### src/hw/clis_pkg.sv
// constants and types of the comm loss and input supervisor
// Operation
// - any SPI communication fault switches the device into Fail mode
// - controller inverts the toggle bit each message; a repeated value is a fault
// - no valid message within 32 ms (select 0) or 128 ms (select 1) is a fault
// - frame bit count not a multiple of 16 is a fault
// - a fault sets the comm-loss flag, returned in the next SPI frame
// - comm-loss flag holds while in Fail mode whatever the traffic
// - comm-loss flag clears on the Fail-to-Normal transition
// - direct inputs, fallback, reset pin and reference clock are low-pass filtered
// - fallback and direct inputs deglitched on both edges, 200 us nominal
// - fallback held high past the deglitch time forces Fail mode
// - direct input held high past the deglitch time sets its filteredDirectInput bit
// - reset pin falling edge deglitched 10 us; rising edge acts at once
// - reference clock deglitched 2 us; too fast a clock reads as clock failure
// - clock frequency monitoring restarts at the reset pin rising edge
// - below 100 Hz reference clock, outputs follow the channel control signals
// - with a valid clock, outputs follow the programmed duty cycle generator
// - clock-fail diagnosis clears only after removal then a quick status read
package clis_pkg;

  localparam int unsigned MCLK_HZ      = 40_000_000;
  localparam int unsigned CH_NUM       = 5;
  localparam int unsigned DIR_NUM      = 4;
  localparam int unsigned WD_SHORT_MS  = 32;
  localparam int unsigned WD_LONG_MS   = 128;
  localparam int unsigned IN_DGL_US    = 200;
  localparam int unsigned CLK_DGL_NS   = 2000;
  localparam int unsigned RST_DGL_NS   = 10000;
  localparam int unsigned CLK_LOW_HZ   = 100;
  localparam int unsigned WD_SHORT_CYC = WD_SHORT_MS * (MCLK_HZ / 1000);
  localparam int unsigned WD_LONG_CYC  = WD_LONG_MS * (MCLK_HZ / 1000);
  localparam int unsigned IN_DGL_CYC   = IN_DGL_US * (MCLK_HZ / 1_000_000);
  localparam int unsigned CLK_DGL_CYC  = CLK_DGL_NS / (1_000_000_000 / MCLK_HZ);
  localparam int unsigned RST_DGL_CYC  = RST_DGL_NS / (1_000_000_000 / MCLK_HZ);
  localparam int unsigned CLK_LOW_CYC  = MCLK_HZ / CLK_LOW_HZ;

  // frame word layout, MSB first on the wire
  localparam int unsigned WORD_BITS    = 16;
  localparam int unsigned TOGGLE_POS   = 15;
  localparam int unsigned CMD_HI       = 14;
  localparam int unsigned CMD_LO       = 10;
  localparam logic [4:0]  QS_READ_CMD  = 5'h01;
  localparam int unsigned STAT_LOSS_POS = 15;
  localparam int unsigned STAT_CLKF_POS = 14;
  localparam int unsigned STAT_FAIL_POS = 13;

  // synchroniser bit positions
  localparam int unsigned SY_SCK  = 0;
  localparam int unsigned SY_CSN  = 1;
  localparam int unsigned SY_MOSI = 2;
  localparam int unsigned SY_FB   = 3;
  localparam int unsigned SY_IN0  = 4;
  localparam int unsigned SY_RST  = 8;
  localparam int unsigned SY_CLK  = 9;
  localparam int unsigned SY_NUM  = 10;

  typedef enum logic [1:0] {
    MODE_NORMAL = 2'b01,
    MODE_FAIL   = 2'b10
  } clis_mode_t;

  typedef struct packed {
    logic sck;
    logic csN;
    logic mosi;
  } clis_spi_t;

endpackage

### src/hw/comm_loss_input_supervisor.sv
// SPI link watchdog, Fail mode control and input plausibility filters
`timescale 1ns/1ps
module comm_loss_input_supervisor
  import clis_pkg::*;
#(
  parameter int unsigned WD_SHORT_LIM = WD_SHORT_CYC,
  parameter int unsigned WD_LONG_LIM  = WD_LONG_CYC,
  parameter int unsigned IN_DGL_LIM   = IN_DGL_CYC,
  parameter int unsigned CLK_LOW_LIM  = CLK_LOW_CYC
)
(
  input  wire logic               mclk,
  input  wire logic               rst_n,
  input  wire clis_spi_t          spiIn,
  output logic                    spiMiso,
  output logic                    spiMisoOe,
  input  wire logic               timeoutSelect,
  input  wire logic               fallbackPin,
  input  wire logic [DIR_NUM-1:0] directChannelInput,
  input  wire logic               activeLowResetPin,
  input  wire logic               refClkPin,
  input  wire logic               exitFailRequest,
  input  wire logic [CH_NUM-1:0]  channelControlSignal,
  input  wire logic [CH_NUM-1:0]  pwmDrive,
  output logic                    failMode,
  output logic                    commLossFlag,
  output logic                    filteredFallbackRequest,
  output logic [DIR_NUM-1:0]      filteredDirectInput,
  output logic                    resetPinActive,
  output logic                    clkValid,
  output logic                    clkFailDiag,
  output logic [CH_NUM-1:0]       channelOut
);

  // ==========================================================================
  // state
  typedef struct packed {
    logic [SY_NUM-1:0]        s1;
    logic [SY_NUM-1:0]        s2;
    logic                     sckPrev;
    logic                     csnPrev;
    logic [DIR_NUM:0]         dglOut;
    logic [DIR_NUM:0][15:0]   dglCnt;
    logic                     rstFilt;
    logic [15:0]              rstCnt;
    logic                     clkFilt;
    logic [15:0]              clkCnt;
    logic                     clkFiltPrev;
    logic [18:0]              periodCnt;
    logic                     clkFailNow;
    logic                     clkDiag;
    logic                     failGone;
    logic [15:0]              rxShift;
    logic [3:0]               bitCnt;
    logic                     anyWord;
    logic                     toggleErr;
    logic                     prevToggle;
    logic                     havePrev;
    logic                     qsSeen;
    logic [15:0]              txShift;
    logic                     miso;
    logic [22:0]              wdCnt;
    clis_mode_t               mode;
    logic                     loss;
    logic [CH_NUM-1:0]        outQ;
  } clis_state_t;

  clis_state_t st_q;
  clis_state_t st_d;

  // ==========================================================================
  // helpers
  // symmetric deglitcher: output follows input once it differs for lim cycles
  function automatic logic [16:0] deglitch(input logic raw, input logic out,
                                           input logic [15:0] cnt, input logic [15:0] lim);
    logic [16:0] r;
    r = {out, 16'h0000};
    if (raw != out)
    begin
      if (cnt + 16'h0001 >= lim)
        r = {raw, 16'h0000};
      else
        r = {out, cnt + 16'h0001};
    end
    return r;
  endfunction

  logic [22:0] wdLimit;
  logic        sckRise;
  logic        sckFall;
  logic        frameStart;
  logic        frameEnd;
  logic        csActive;
  logic [15:0] rxWord;
  logic        lenErr;
  logic        goodFrame;
  logic        commFault;
  logic        wdExpired;
  logic        clkRise;
  logic [16:0] dr;

  always_comb
  begin
    wdLimit    = timeoutSelect ? 23'(WD_LONG_LIM - 1) : 23'(WD_SHORT_LIM - 1);
    csActive   = ~st_q.s2[SY_CSN];
    sckRise    = csActive & st_q.s2[SY_SCK] & ~st_q.sckPrev;
    sckFall    = csActive & ~st_q.s2[SY_SCK] & st_q.sckPrev;
    frameStart = ~st_q.s2[SY_CSN] & st_q.csnPrev;
    frameEnd   = st_q.s2[SY_CSN] & ~st_q.csnPrev;
    rxWord     = {st_q.rxShift[14:0], st_q.s2[SY_MOSI]};
    lenErr     = frameEnd & (st_q.bitCnt != 4'h0);
    goodFrame  = frameEnd & st_q.anyWord & ~lenErr & ~st_q.toggleErr;
    wdExpired  = (st_q.mode == MODE_NORMAL) & ~goodFrame & (st_q.wdCnt >= wdLimit);
    commFault  = st_q.rstFilt & ((frameEnd & (lenErr | st_q.toggleErr)) | wdExpired);
    clkRise    = st_q.clkFilt & ~st_q.clkFiltPrev;
  end

  // ==========================================================================
  // next state
  always_comb
  begin
    st_d = st_q;
    dr   = 17'h00000;

    // two-flop synchronisers for the SPI, fallback, direct, reset and reference clock pins
    st_d.s1 = {refClkPin, activeLowResetPin, directChannelInput, fallbackPin,
               spiIn.mosi, spiIn.csN, spiIn.sck};
    st_d.s2 = st_q.s1;
    st_d.sckPrev = st_q.s2[SY_SCK];
    st_d.csnPrev = st_q.s2[SY_CSN];

    // fallback and direct inputs, both edges
    for (int i = 0; i <= DIR_NUM; i++)
    begin
      dr = deglitch(st_q.s2[SY_FB + i], st_q.dglOut[i], st_q.dglCnt[i],
                    16'(IN_DGL_LIM));
      st_d.dglOut[i] = dr[16];
      st_d.dglCnt[i] = dr[15:0];
    end

    // reset pin: falling edge filtered, rising edge immediate
    if (st_q.s2[SY_RST])
    begin
      st_d.rstFilt = 1'b1;
      st_d.rstCnt  = 16'h0000;
    end
    else if (st_q.rstFilt)
    begin
      if (st_q.rstCnt + 16'h0001 >= 16'(RST_DGL_CYC))
      begin
        st_d.rstFilt = 1'b0;
        st_d.rstCnt  = 16'h0000;
      end
      else
        st_d.rstCnt = st_q.rstCnt + 16'h0001;
    end

    // reference clock filter and low frequency check
    dr = deglitch(st_q.s2[SY_CLK], st_q.clkFilt, st_q.clkCnt, 16'(CLK_DGL_CYC));
    st_d.clkFilt     = dr[16];
    st_d.clkCnt      = dr[15:0];
    st_d.clkFiltPrev = st_q.clkFilt;
    if (~st_q.rstFilt)
    begin
      st_d.periodCnt  = 19'h00000;
      st_d.clkFailNow = 1'b0;
    end
    else if (clkRise)
    begin
      st_d.periodCnt  = 19'h00000;
      st_d.clkFailNow = 1'b0;
    end
    else if (st_q.periodCnt >= 19'(CLK_LOW_LIM - 1))
      st_d.clkFailNow = 1'b1;
    else
      st_d.periodCnt = st_q.periodCnt + 19'h00001;

    // clock fail diagnosis: removal first, then quick status read
    if (st_q.clkFailNow)
    begin
      st_d.clkDiag  = 1'b1;
      st_d.failGone = 1'b0;
    end
    else if (st_q.clkDiag)
    begin
      if (st_q.failGone & goodFrame & st_q.qsSeen)
      begin
        st_d.clkDiag  = 1'b0;
        st_d.failGone = 1'b0;
      end
      else
        st_d.failGone = 1'b1;
    end

    // SPI receive and transmit
    if (frameStart)
    begin
      st_d.bitCnt    = 4'h0;
      st_d.anyWord   = 1'b0;
      st_d.toggleErr = 1'b0;
      st_d.qsSeen    = 1'b0;
      st_d.txShift   = 16'h0000;
      st_d.txShift[STAT_LOSS_POS] = st_q.loss;
      st_d.txShift[STAT_CLKF_POS] = st_q.clkDiag;
      st_d.txShift[STAT_FAIL_POS] = (st_q.mode == MODE_FAIL);
      st_d.miso = st_q.loss;
    end
    if (sckRise)
    begin
      st_d.rxShift = rxWord;
      st_d.bitCnt  = st_q.bitCnt + 4'h1;
      if (st_q.bitCnt == 4'(WORD_BITS - 1))
      begin
        st_d.anyWord    = 1'b1;
        st_d.havePrev   = 1'b1;
        st_d.prevToggle = rxWord[TOGGLE_POS];
        if (st_q.havePrev & (rxWord[TOGGLE_POS] == st_q.prevToggle))
          st_d.toggleErr = 1'b1;
        if (rxWord[CMD_HI:CMD_LO] == QS_READ_CMD)
          st_d.qsSeen = 1'b1;
      end
    end
    if (sckFall)
    begin
      st_d.txShift = {st_q.txShift[14:0], 1'b0};
      st_d.miso    = st_q.txShift[14];
    end

    // watchdog timer, runs in Normal mode only
    if (goodFrame | (st_q.mode == MODE_FAIL) | wdExpired)
      st_d.wdCnt = 23'h000000;
    else
      st_d.wdCnt = st_q.wdCnt + 23'h000001;

    // operating mode and comm-loss flag
    unique case (st_q.mode)
      MODE_NORMAL:
      begin
        if (commFault | st_q.dglOut[0])
          st_d.mode = MODE_FAIL;
        if (commFault)
          st_d.loss = 1'b1;
      end
      MODE_FAIL:
      begin
        if (commFault)
          st_d.loss = 1'b1;
        else if (exitFailRequest & ~st_q.dglOut[0])
        begin
          st_d.mode = MODE_NORMAL;
          st_d.loss = 1'b0;
        end
      end
    endcase

    // reset pin held low: link supervision restarts from scratch
    if (~st_q.rstFilt)
    begin
      st_d.mode     = MODE_NORMAL;
      st_d.loss     = 1'b0;
      st_d.wdCnt    = 23'h000000;
      st_d.havePrev = 1'b0;
    end

    // output source selection
    for (int c = 0; c < CH_NUM; c++)
    begin
      if (st_q.clkFailNow)
        st_d.outQ[c] = channelControlSignal[c];
      else
        st_d.outQ[c] = pwmDrive[c];
    end
  end

  // ==========================================================================
  // registers
  always_ff @(posedge mclk or negedge rst_n)
  begin
    if (!rst_n)
    begin
      st_q      <= '0;
      st_q.s1   <= 10'h302;
      st_q.s2   <= 10'h302;
      st_q.csnPrev <= 1'b1;
      st_q.rstFilt <= 1'b1;
      st_q.mode <= MODE_NORMAL;
    end
    else
      st_q <= st_d;
  end

  // ==========================================================================
  // outputs
  assign spiMiso                 = st_q.miso;
  assign spiMisoOe               = csActive;
  assign failMode                = (st_q.mode == MODE_FAIL);
  assign commLossFlag            = st_q.loss;
  assign filteredFallbackRequest = st_q.dglOut[0];
  assign filteredDirectInput     = st_q.dglOut[DIR_NUM:1];
  assign resetPinActive          = ~st_q.rstFilt;
  assign clkValid                = ~st_q.clkFailNow;
  assign clkFailDiag             = st_q.clkDiag;
  assign channelOut              = st_q.outQ;

endmodule

### config.mk
export PLATFORM = sky130hd
export DESIGN_NAME = comm_loss_input_supervisor
export DESIGN_NICKNAME = d
export VERILOG_FILES = /design/src/hw/clis_pkg.sv /design/src/hw/comm_loss_input_supervisor.sv
export SDC_FILE = /design/constraint.sdc
export NUM_CORES = 1
export LEC_CHECK = 0
export BUFFER_PORTS_ARGS = -buffer_cell sky130_fd_sc_hd__buf_2
export CAP_MARGIN = 20
export CORE_ASPECT_RATIO = 0.75
export CORE_MARGIN = 2
export CORE_UTILIZATION = 30
export DETAILED_ROUTE_END_ITERATION = 12
export HOLD_SLACK_MARGIN = 0.05
export PLACE_DENSITY_LB_ADDON = 0.05
export SETUP_SLACK_MARGIN = 0.3
export SLEW_MARGIN = 20
export SYNTH_ARGS = -nofsm -noshare
export SYNTH_HDL_FRONTEND = slang
export SYNTH_SLANG_ARGS = --single-unit
### constraint.sdc
create_clock -name mclk -period 7 [get_ports mclk]
set_input_delay 0.7 -clock mclk [delete_from_list [all_inputs] [get_ports mclk]]
set_output_delay 0.7 -clock mclk [all_outputs]
set_load 0.1 [all_outputs]
* Word level (Yosys, flattened, before mapping)
Index checks and enable logic that the tools add are counted.
** Operators by class
- Reductions and logical operators :: 15
- Multiplexer cells :: 45
- Eq/ne operators :: 20
- Shifts and indexed selects :: 0
- Multipliers :: 0
- Add/sub/neg operators :: 10
- Bitwise gates (word level) :: 35
- $lt $le $gt $ge :: 9
- Divide/modulo/power cells :: 0
** Operators by type and width (number)
- $mux W16 :: 14
- $add A16 B1 Y16 const B :: 7
- $ge A16 B13 Y1 const B :: 5
- $mux W23 :: 2
- $mux W20 :: 2
- $mux W17 :: 2
- $mux W26 :: 1
- $add A23 B1 Y23 const B :: 1
- $ge A23 B23 Y1 :: 1
- $add A19 B1 Y19 const B :: 1
- $and A1 B1 Y1 :: 19
- $ge A19 B19 Y1 const B :: 1
- $mux W19 :: 1
- $mux W18 :: 1
- $reduce_and A2 Y1 :: 9
- $ge A16 B7 Y1 const B :: 1
- $ge A16 B9 Y1 const B :: 1
- $mux W1 :: 13
- $not A1 Y1 :: 11
- $mux W9 :: 1
- $ne A3 B3 Y1 const B :: 3
- $mux W2 :: 4
- $reduce_bool A2 Y1 :: 4
- $mux W6 :: 1
- other kinds (17) :: 28
** Storage, ports and cells
- Bits in writable memories :: 0
- Input port bits :: 24
- Latch bits :: 0
- ROM bits :: 0
- Logic and storage cells :: 170
- Bits in registers :: 235
- Memories :: 0

* Logic depth before layout (Yosys ltp)
Gate-level depths: netlist (run 1).
- Word-level depth :: 15
- Depth in mapped cells :: 10
- Depth with buffers taken out :: 8

* Worst setup path before layout (run 1)
No wires, ideal clock.
- Path kind :: input-to-reg
- Start :: input timeoutSelect
- End :: register st_q[22] in the netlist's numbering
- Buffers on the path :: 2
- Cell stages on the path :: 10
- Data arrival time :: 2732 ps
- Data required time :: 6929 ps
- Slack :: 4196 ps
- Setup time :: 71 ps
- Path through :: inv_1 > ha_1 > and4_1 > a221o_1 > a221oi_2 > a21oi_1 > or4_1 > buf_2 > buf_6 > nor2_1
** RTL lines
- from (decl) :: line comm_loss_input_supervisor.sv:17 : input wire logic timeoutSelect,
- to (signal assigned) :: line comm_loss_input_supervisor.sv:289 : st_q <= st_d;
- to (decl) :: line comm_loss_input_supervisor.sv:68 : clis_state_t st_q;

==> impl_metrics.ini, run 1 <==
[outcome]
status = finished clean

[final_layout]
nNetsFinal = 1168
fillers = 3591
final_area_um2 = 12400
fin_util_pct = 34.7
drive_above_1_share_pct = 10.8
antenna_cells = 0
syn_to_final_growth_pct = 14.7

[route]
routed_wl_um = 22400
vias = 7583
drt-vias-per-instance = 4.72
drt_iter0_markers = 447
wl_per_cell_um = 14.0
drc = 0
first_pass_iters = 4
antenna_left = 0

[sta]
rsz0062_at_grt = no
drv_slew = 0
fin_crit_sh_pct = 44.0
period_minus_slack_ps = 3080
whs_ps = 154
worst_slew_pin_slew_ps = 983
hold_viol = 0
fin_skew_ps = 16.3
timing.setup.tns_ps = 0
slew_headroom_pct = 34.2
finalSetupViolCount = 0
max_clock_freq_ghz = 0.325

[critical_path]
critPathMaxStageDelay_ps = 740
reg2reg_setup_slack_ps = 3920
end_kind = flip-flop
arrival_ps = 3450
path_buf_inv = 0
rr_worst_depth = 7
crit_slowest_cell = or4_1
r2r-end = st_q[23]
crit_required_ps = 7380
cp_max_fo = 23
crit_chain = ha_1 > or3b_2 > a2111oi_0 > o2111ai_1 > a21oi_1 > or4_1 > nor2_1
path_delay_family = simple AND/OR/NAND/NOR gates
rr_startpoint = st_q[8]
crit_type = flip-flop to flip-flop
start_kind = flip-flop

[grt]
antenna_found_initial = 0
use_met2_pct = 16.7
grt_overflow = 0
grt_pass1_wl_um = 38600
grt_usage_pct = 12.3
gr-max-usage-layer = met1
grt_use_met3_pct = 2.57
grt_max_degree = 129
use_met1_pct = 19.3
grt_pass1_vias = 7362

[synthesis]
netlist_area_um2 = 10800
synthCells = 1068
yosys-mux-area-fraction_pct = 1.83
synth_compound_area_share_pct = 8.54
seq_area_frac_synth_pct = 51.6
synthArstFlopShare_pct = 100
yosys_warnings = 0
synth-edff-count = 0
yosys.area_share.simple_pct = 23.3
synth_seq_cells = 222
synth-xor-area-share_pct = 9.25
avgSynthCellArea_um2 = 10.1
yosys.cell_types.count = 75
synth_top_family_by_area = simple AND/OR/NAND/NOR gates
yosys.area_share.adder_pct = 2.78
synth_flop_cell = dfrtp_1

[place]
post-dp-hpwl_um = 14300
placed_area_um2 = 11500
finalWeightedCongestion = 0.741
io_buffers = 40

[die]
die_area_um2 = 37500
initial_utilization_pct = 30.3
die_w_um = 223
row_count = 60
core_um2 = 35700
ios = 41
die_height_um = 168

[power_and_ir_drop]
vdd_drop_max_mv = 0.159
p_leak_nw = 5.35
powerDensity_nw_per_um2 = 240

[clock_network]
cts_resized = 0
cts_buffers = 26
clock_path_buffers = 3
cts.hold.buffers_added = 0
h-tree-depth = 1
clk_latency_ps = 550
cts_tree = done
cts.sinks = 222
cts_root_buf = clkbuf_16
post_cts_buffers = 0
clk_pin_slew_ps = 60

[worst_hold_path]
hp-class = input pin to async pin

[job]
drv_cap = 0
[state kept, by name, indices dropped and copies added, names as in the netlist, 4 cells and up]
signal / count
channelOut: 5
filteredDirectInput: 4
rxWord: 16
st_d: 13
st_q: 180
[area by class of cell]
cell class / count / area (µm²) / share of cell area [%]
timing repair buffer: 42 / 238 / 1.92
sequential: 222 / 5570 / 45.0
tap: 465 / 582 / 4.70
clock inverter: 5 / 61.3 / 0.495
clock buffer: 43 / 825 / 6.66
multi-input combinational: 807 / 5030 / 40.6
inverter: 21 / 78.8 / 0.637
[routing by layer]
metal  share of wire [%]  wire (µm)
met5                   0          0
met4                 2.4        537
met3                 3.1        697
met2                  38       8600
met1                  56      12600
[cells by family after synthesis]
family,count (synthesis)
AOI/OAI and AO/OA,123
xor gates and xnor gates,114
adders and majority gates,24
buffers and inverters,62
DFF,222
muxes,18
other,1
and+or+nand+nor,504
[how the worst max path moves through the flow]
stage,depth (start not counted),from,to
finish,7,st_q[8],st_q[23]
global route,7,st_q[8],st_q[13]
CTS,7,st_q[8],st_q[23]
detailed placement,9,timeoutSelect,st_q[17]
global placement,9,timeoutSelect,st_q[23]
floorplan,10,timeoutSelect,st_q[22]
[worst register-to-register path, delay by kind of cell (launching register included)]
kind	cells	cell delay, ps
simple gates	3	1340
flops	1	380
fa+ha+maj	1	320
compound gates	3	880
[cell usage after synthesis (8+ instances only)]
master,number,share of area (%)
a21oi_1,19,0.88
o21ai_0,24,1.1
buf_4,9,0.63
nor3_1,19,0.88
o2111ai_1,8,0.65
and2_1,16,0.93
nand2_1,112,3.9
clkbuf_1,23,0.80
nand4_1,38,2.2
nor4_1,14,0.81
mux2_2,14,1.5
and3_1,33,1.9
xor2_1,66,5.4
and4_1,16,1.3
nor2b_1,18,1.0
ha_1,24,2.8
nor2_1,142,4.9
xnor2_1,48,3.9
inv_1,21,0.73
dfstp_2,9,2.2
dfrtp_1,213,49
or3_1,8,0.46
nand3_1,52,2.4
[power by group]
| group | leakage, nW | internal [mW] | switching (mW) |
|---|---|---|---|
| Sequential | 2.92 | 1.34 | 0.0432 |
| Clock | 0.439 | 0.837 | 0.554 |
| Combinational | 1.99 | 0.0556 | 0.151 |
[layout by cell type (no fill, tap or decap), drive strengths merged, types with 6 or more instances in the layout]
cell type / instances
and4: 16
o21ai: 25
nand2b: 6
a21o: 6
or4: 6
or3: 8
a21oi: 19
conb: 24
ha: 24
and3: 33
and2: 17
nor2: 144
mux2: 14
nand4: 38
nand2: 112
inv: 21
dfstp: 9
clkbuf: 43
nor3: 19
nand3: 52
buf: 42
nor4: 14
xor2: 66
o2111ai: 8
xnor2: 48
dfrtp: 213
nor2b: 18
[stage by stage]
| step | setup slack, ps | cells | power (mW) |
|---|---|---|---|
| floorplan | 4200 | 1091 | 1.55 |
| global placement | 3560 | 1557 | 1.62 |
| detailed placement | 3530 | 1557 | 1.62 |
| CTS | 3870 | 1605 | 3.05 |
| global route | 3610 | 1605 | 3.13 |
| finish | 3920 | 1605 | 2.98 |
Power figures use the tool's default switching activity.
==> run 2, diff against run 1 <==
==> constraint.sdc (replaced) <==
create_clock -name mclk -period 2.6 [get_ports mclk]
set_input_delay 0.26 -clock mclk [delete_from_list [all_inputs] [get_ports mclk]]
set_output_delay 0.26 -clock mclk [all_outputs]
set_load 0.1 [all_outputs]
==> impl_metrics.ini, run 2 (synthesis gave the netlist of run 1 again) <==
[die]
initial_utilization_pct = 30.3
die_w_um = 223
die_height_um = 168
die_area_um2 = 37500
row_count = 60
ios = 41
core_um2 = 35700

[grt]
grt_pass1_vias = 7538
grt_max_degree = 67
grt_usage_pct = 12.4
grt_pass1_wl_um = 39200
grt_overflow = 0
antenna_found_initial = 0

[sta]
slew_headroom_pct = 55.5
drv_slew = 0
worst_slew_pin_slew_ps = 666
period_minus_slack_ps = 2370
rsz0062_at_grt = yes
hold_viol = 0
fin_skew_ps = 9.04
timing.setup.tns_ps = 0
max_clock_freq_ghz = 0.421
finalSetupViolCount = 0
fin_crit_sh_pct = 91.3

[route]
drc = 0
wl_per_cell_um = 13.6
first_pass_iters = 4
antenna_left = 0
vias = 7731
routed_wl_um = 22600
drt-vias-per-instance = 4.63
drt_iter0_markers = 499

[final_layout]
nNetsFinal = 1232
regMostFlops = st_q
regArea_um2 = 5580
fillers = 3557
final_common_cell = dfrtp_1
multi_input_area_um2 = 5230
syn_to_final_growth_pct = 22.1
final_cell_mix = dfrtp_1 (201), nor2_1 (142), nand2_1 (112), xor2_1 (66), nand3_1 (51)
antenna_cells = 0
drive_above_1_share_pct = 17.4
largest_register_ffs = 180
layoutNonFillerInstCount = 1669

[clock_network]
clk_latency_ps = 540
cts_root_buf = clkbuf_16
clk_pin_slew_ps = 60
cts_tree = done
h-tree-depth = 1
cts_buffers = 26
cts.sinks = 222
clock_path_buffers = 3

[power_and_ir_drop]
powerDensity_nw_per_um2 = 624
p_leak_nw = 5.66
vdd_drop_max_mv = 0.425

[place]
post-dp-hpwl_um = 14900
io_buffers = 40
dp_cells = 1589
finalWeightedCongestion = 0.764

[critical_path]
crit_required_ps = 3060
path_delay_family = simple AND/OR/NAND/NOR gates
crit_chain = ha_1 > and4_1 > a221o_1 > a221oi_2 > a21oi_2 > or4_4 > buf_12 > nor2_1
rr_worst_depth = 8
critPathMaxStageDelay_ps = 440
path_buf_inv = 1
end_kind = flip-flop
cp_max_fo = 23
start_kind = flip-flop
arrival_ps = 2830
crit_slowest_cell = or4_4
path_depth = 8
crit_type = flip-flop to flip-flop

[outcome]
status = finished clean

[worst_hold_path]
hp-class = input pin to flip-flop
whs_path_depth = 3

[job]
drv_cap = 0
-- run 2: cell types whose count changed in the layout (fill, tap and decap cells not counted), sizes merged --
| cell | previous run | this run |
|---|---|---|
| buf | 42 | 84 |
| dlygate4sd3 | 0 | 21 |
| clkbuf | 43 | 38 |
| clkinv | 4 | 7 |
| bufinv | 1 | 3 |
| or4 | 6 | 7 |
-- run 2: layout make-up --
class                           instances  share of cell area (%)
Sequential cell                       222                    42.3
Clock buffer                           38                    5.97
Multi-Input combinational cell        808                    39.6
Clock inverter                         10                   0.977
Timing Repair Buffer                  105                    6.07
Tap cell                              465                    4.41
Inverter                               21                   0.598
-- run 2: where the power goes --
part	internal [mW]	switching, mW	leakage (nW)
sequential	3.60	0.111	2.91
clock	2.39	1.46	0.458
combinational	0.231	0.437	2.29
-- run 2: worst reg2reg max path, cell delays in order (launching register included) --
cell and delay (ps):
dfrtp_1 400, ha_1 270, and4_1 220, a221o_1 320
a221oi_2 260, a21oi_2 100, or4_4 440, buf_12 180
nor2_1 120
-- run 2: path summary, 6_finish.rpt --
check                                 from  slack [ps]   endpoint
hold reg to reg                  st_d[222]         350  st_q[222]
max in group asynchronous            rst_n        1540   st_q[77]
setup reg to reg                  st_q[23]         230   st_q[11]
setup / recovery                  st_q[23]         230   st_q[11]
min in group asynchronous            rst_n         250  st_q[134]
hold / removal             exitFailRequest         170    st_q[6]
-- run 2: through the flow --
| step | worst slack (ps) | utilization [%] | hold slack, ps | instance area, µm² | power [mW] |
|---|---|---|---|---|---|
| finish | 226 | 37.0 | 168 | 13200 | 8.23 |
| global route | 118 | 37.0 | 191 | 13200 | 8.66 |
| CTS | 209 | 36.4 | 134 | 13000 | 8.38 |
| detailed placement | 82.4 | 33.1 | 214 | 11800 | 4.39 |
| global placement | 119 | 33.1 | 211 | 11800 | 4.40 |
| floorplan | 264 | - | -35.6 | 10900 | 4.18 |
-- run 2: timing repair --
item / CTS / global route
gates resized for setup: 9 / 41
buffers inserted: 3 / 7
hold endpoints to repair: 64 / 0
pin swaps: 1 / 12
cloned: 0 / 1
hold buffers: 21 / 0
setup endpoints to repair: 61 / 92
-- run 2: per-layer routing --
| layer | routed length, µm | global-route usage (%) | share of wire (%) | up-vias |
|---|---|---|---|---|
| met5 | 0 | 0 | 0 | - |
| met4 | 510 | 3.01 | 2.3 | 0 |
| met3 | 765 | 2.57 | 3.4 | 34 |
| met2 | 8880 | 16.9 | 39 | 95 |
| met1 | 12500 | 19.7 | 55 | 3636 |
| li1 | - | - | - | 3966 |
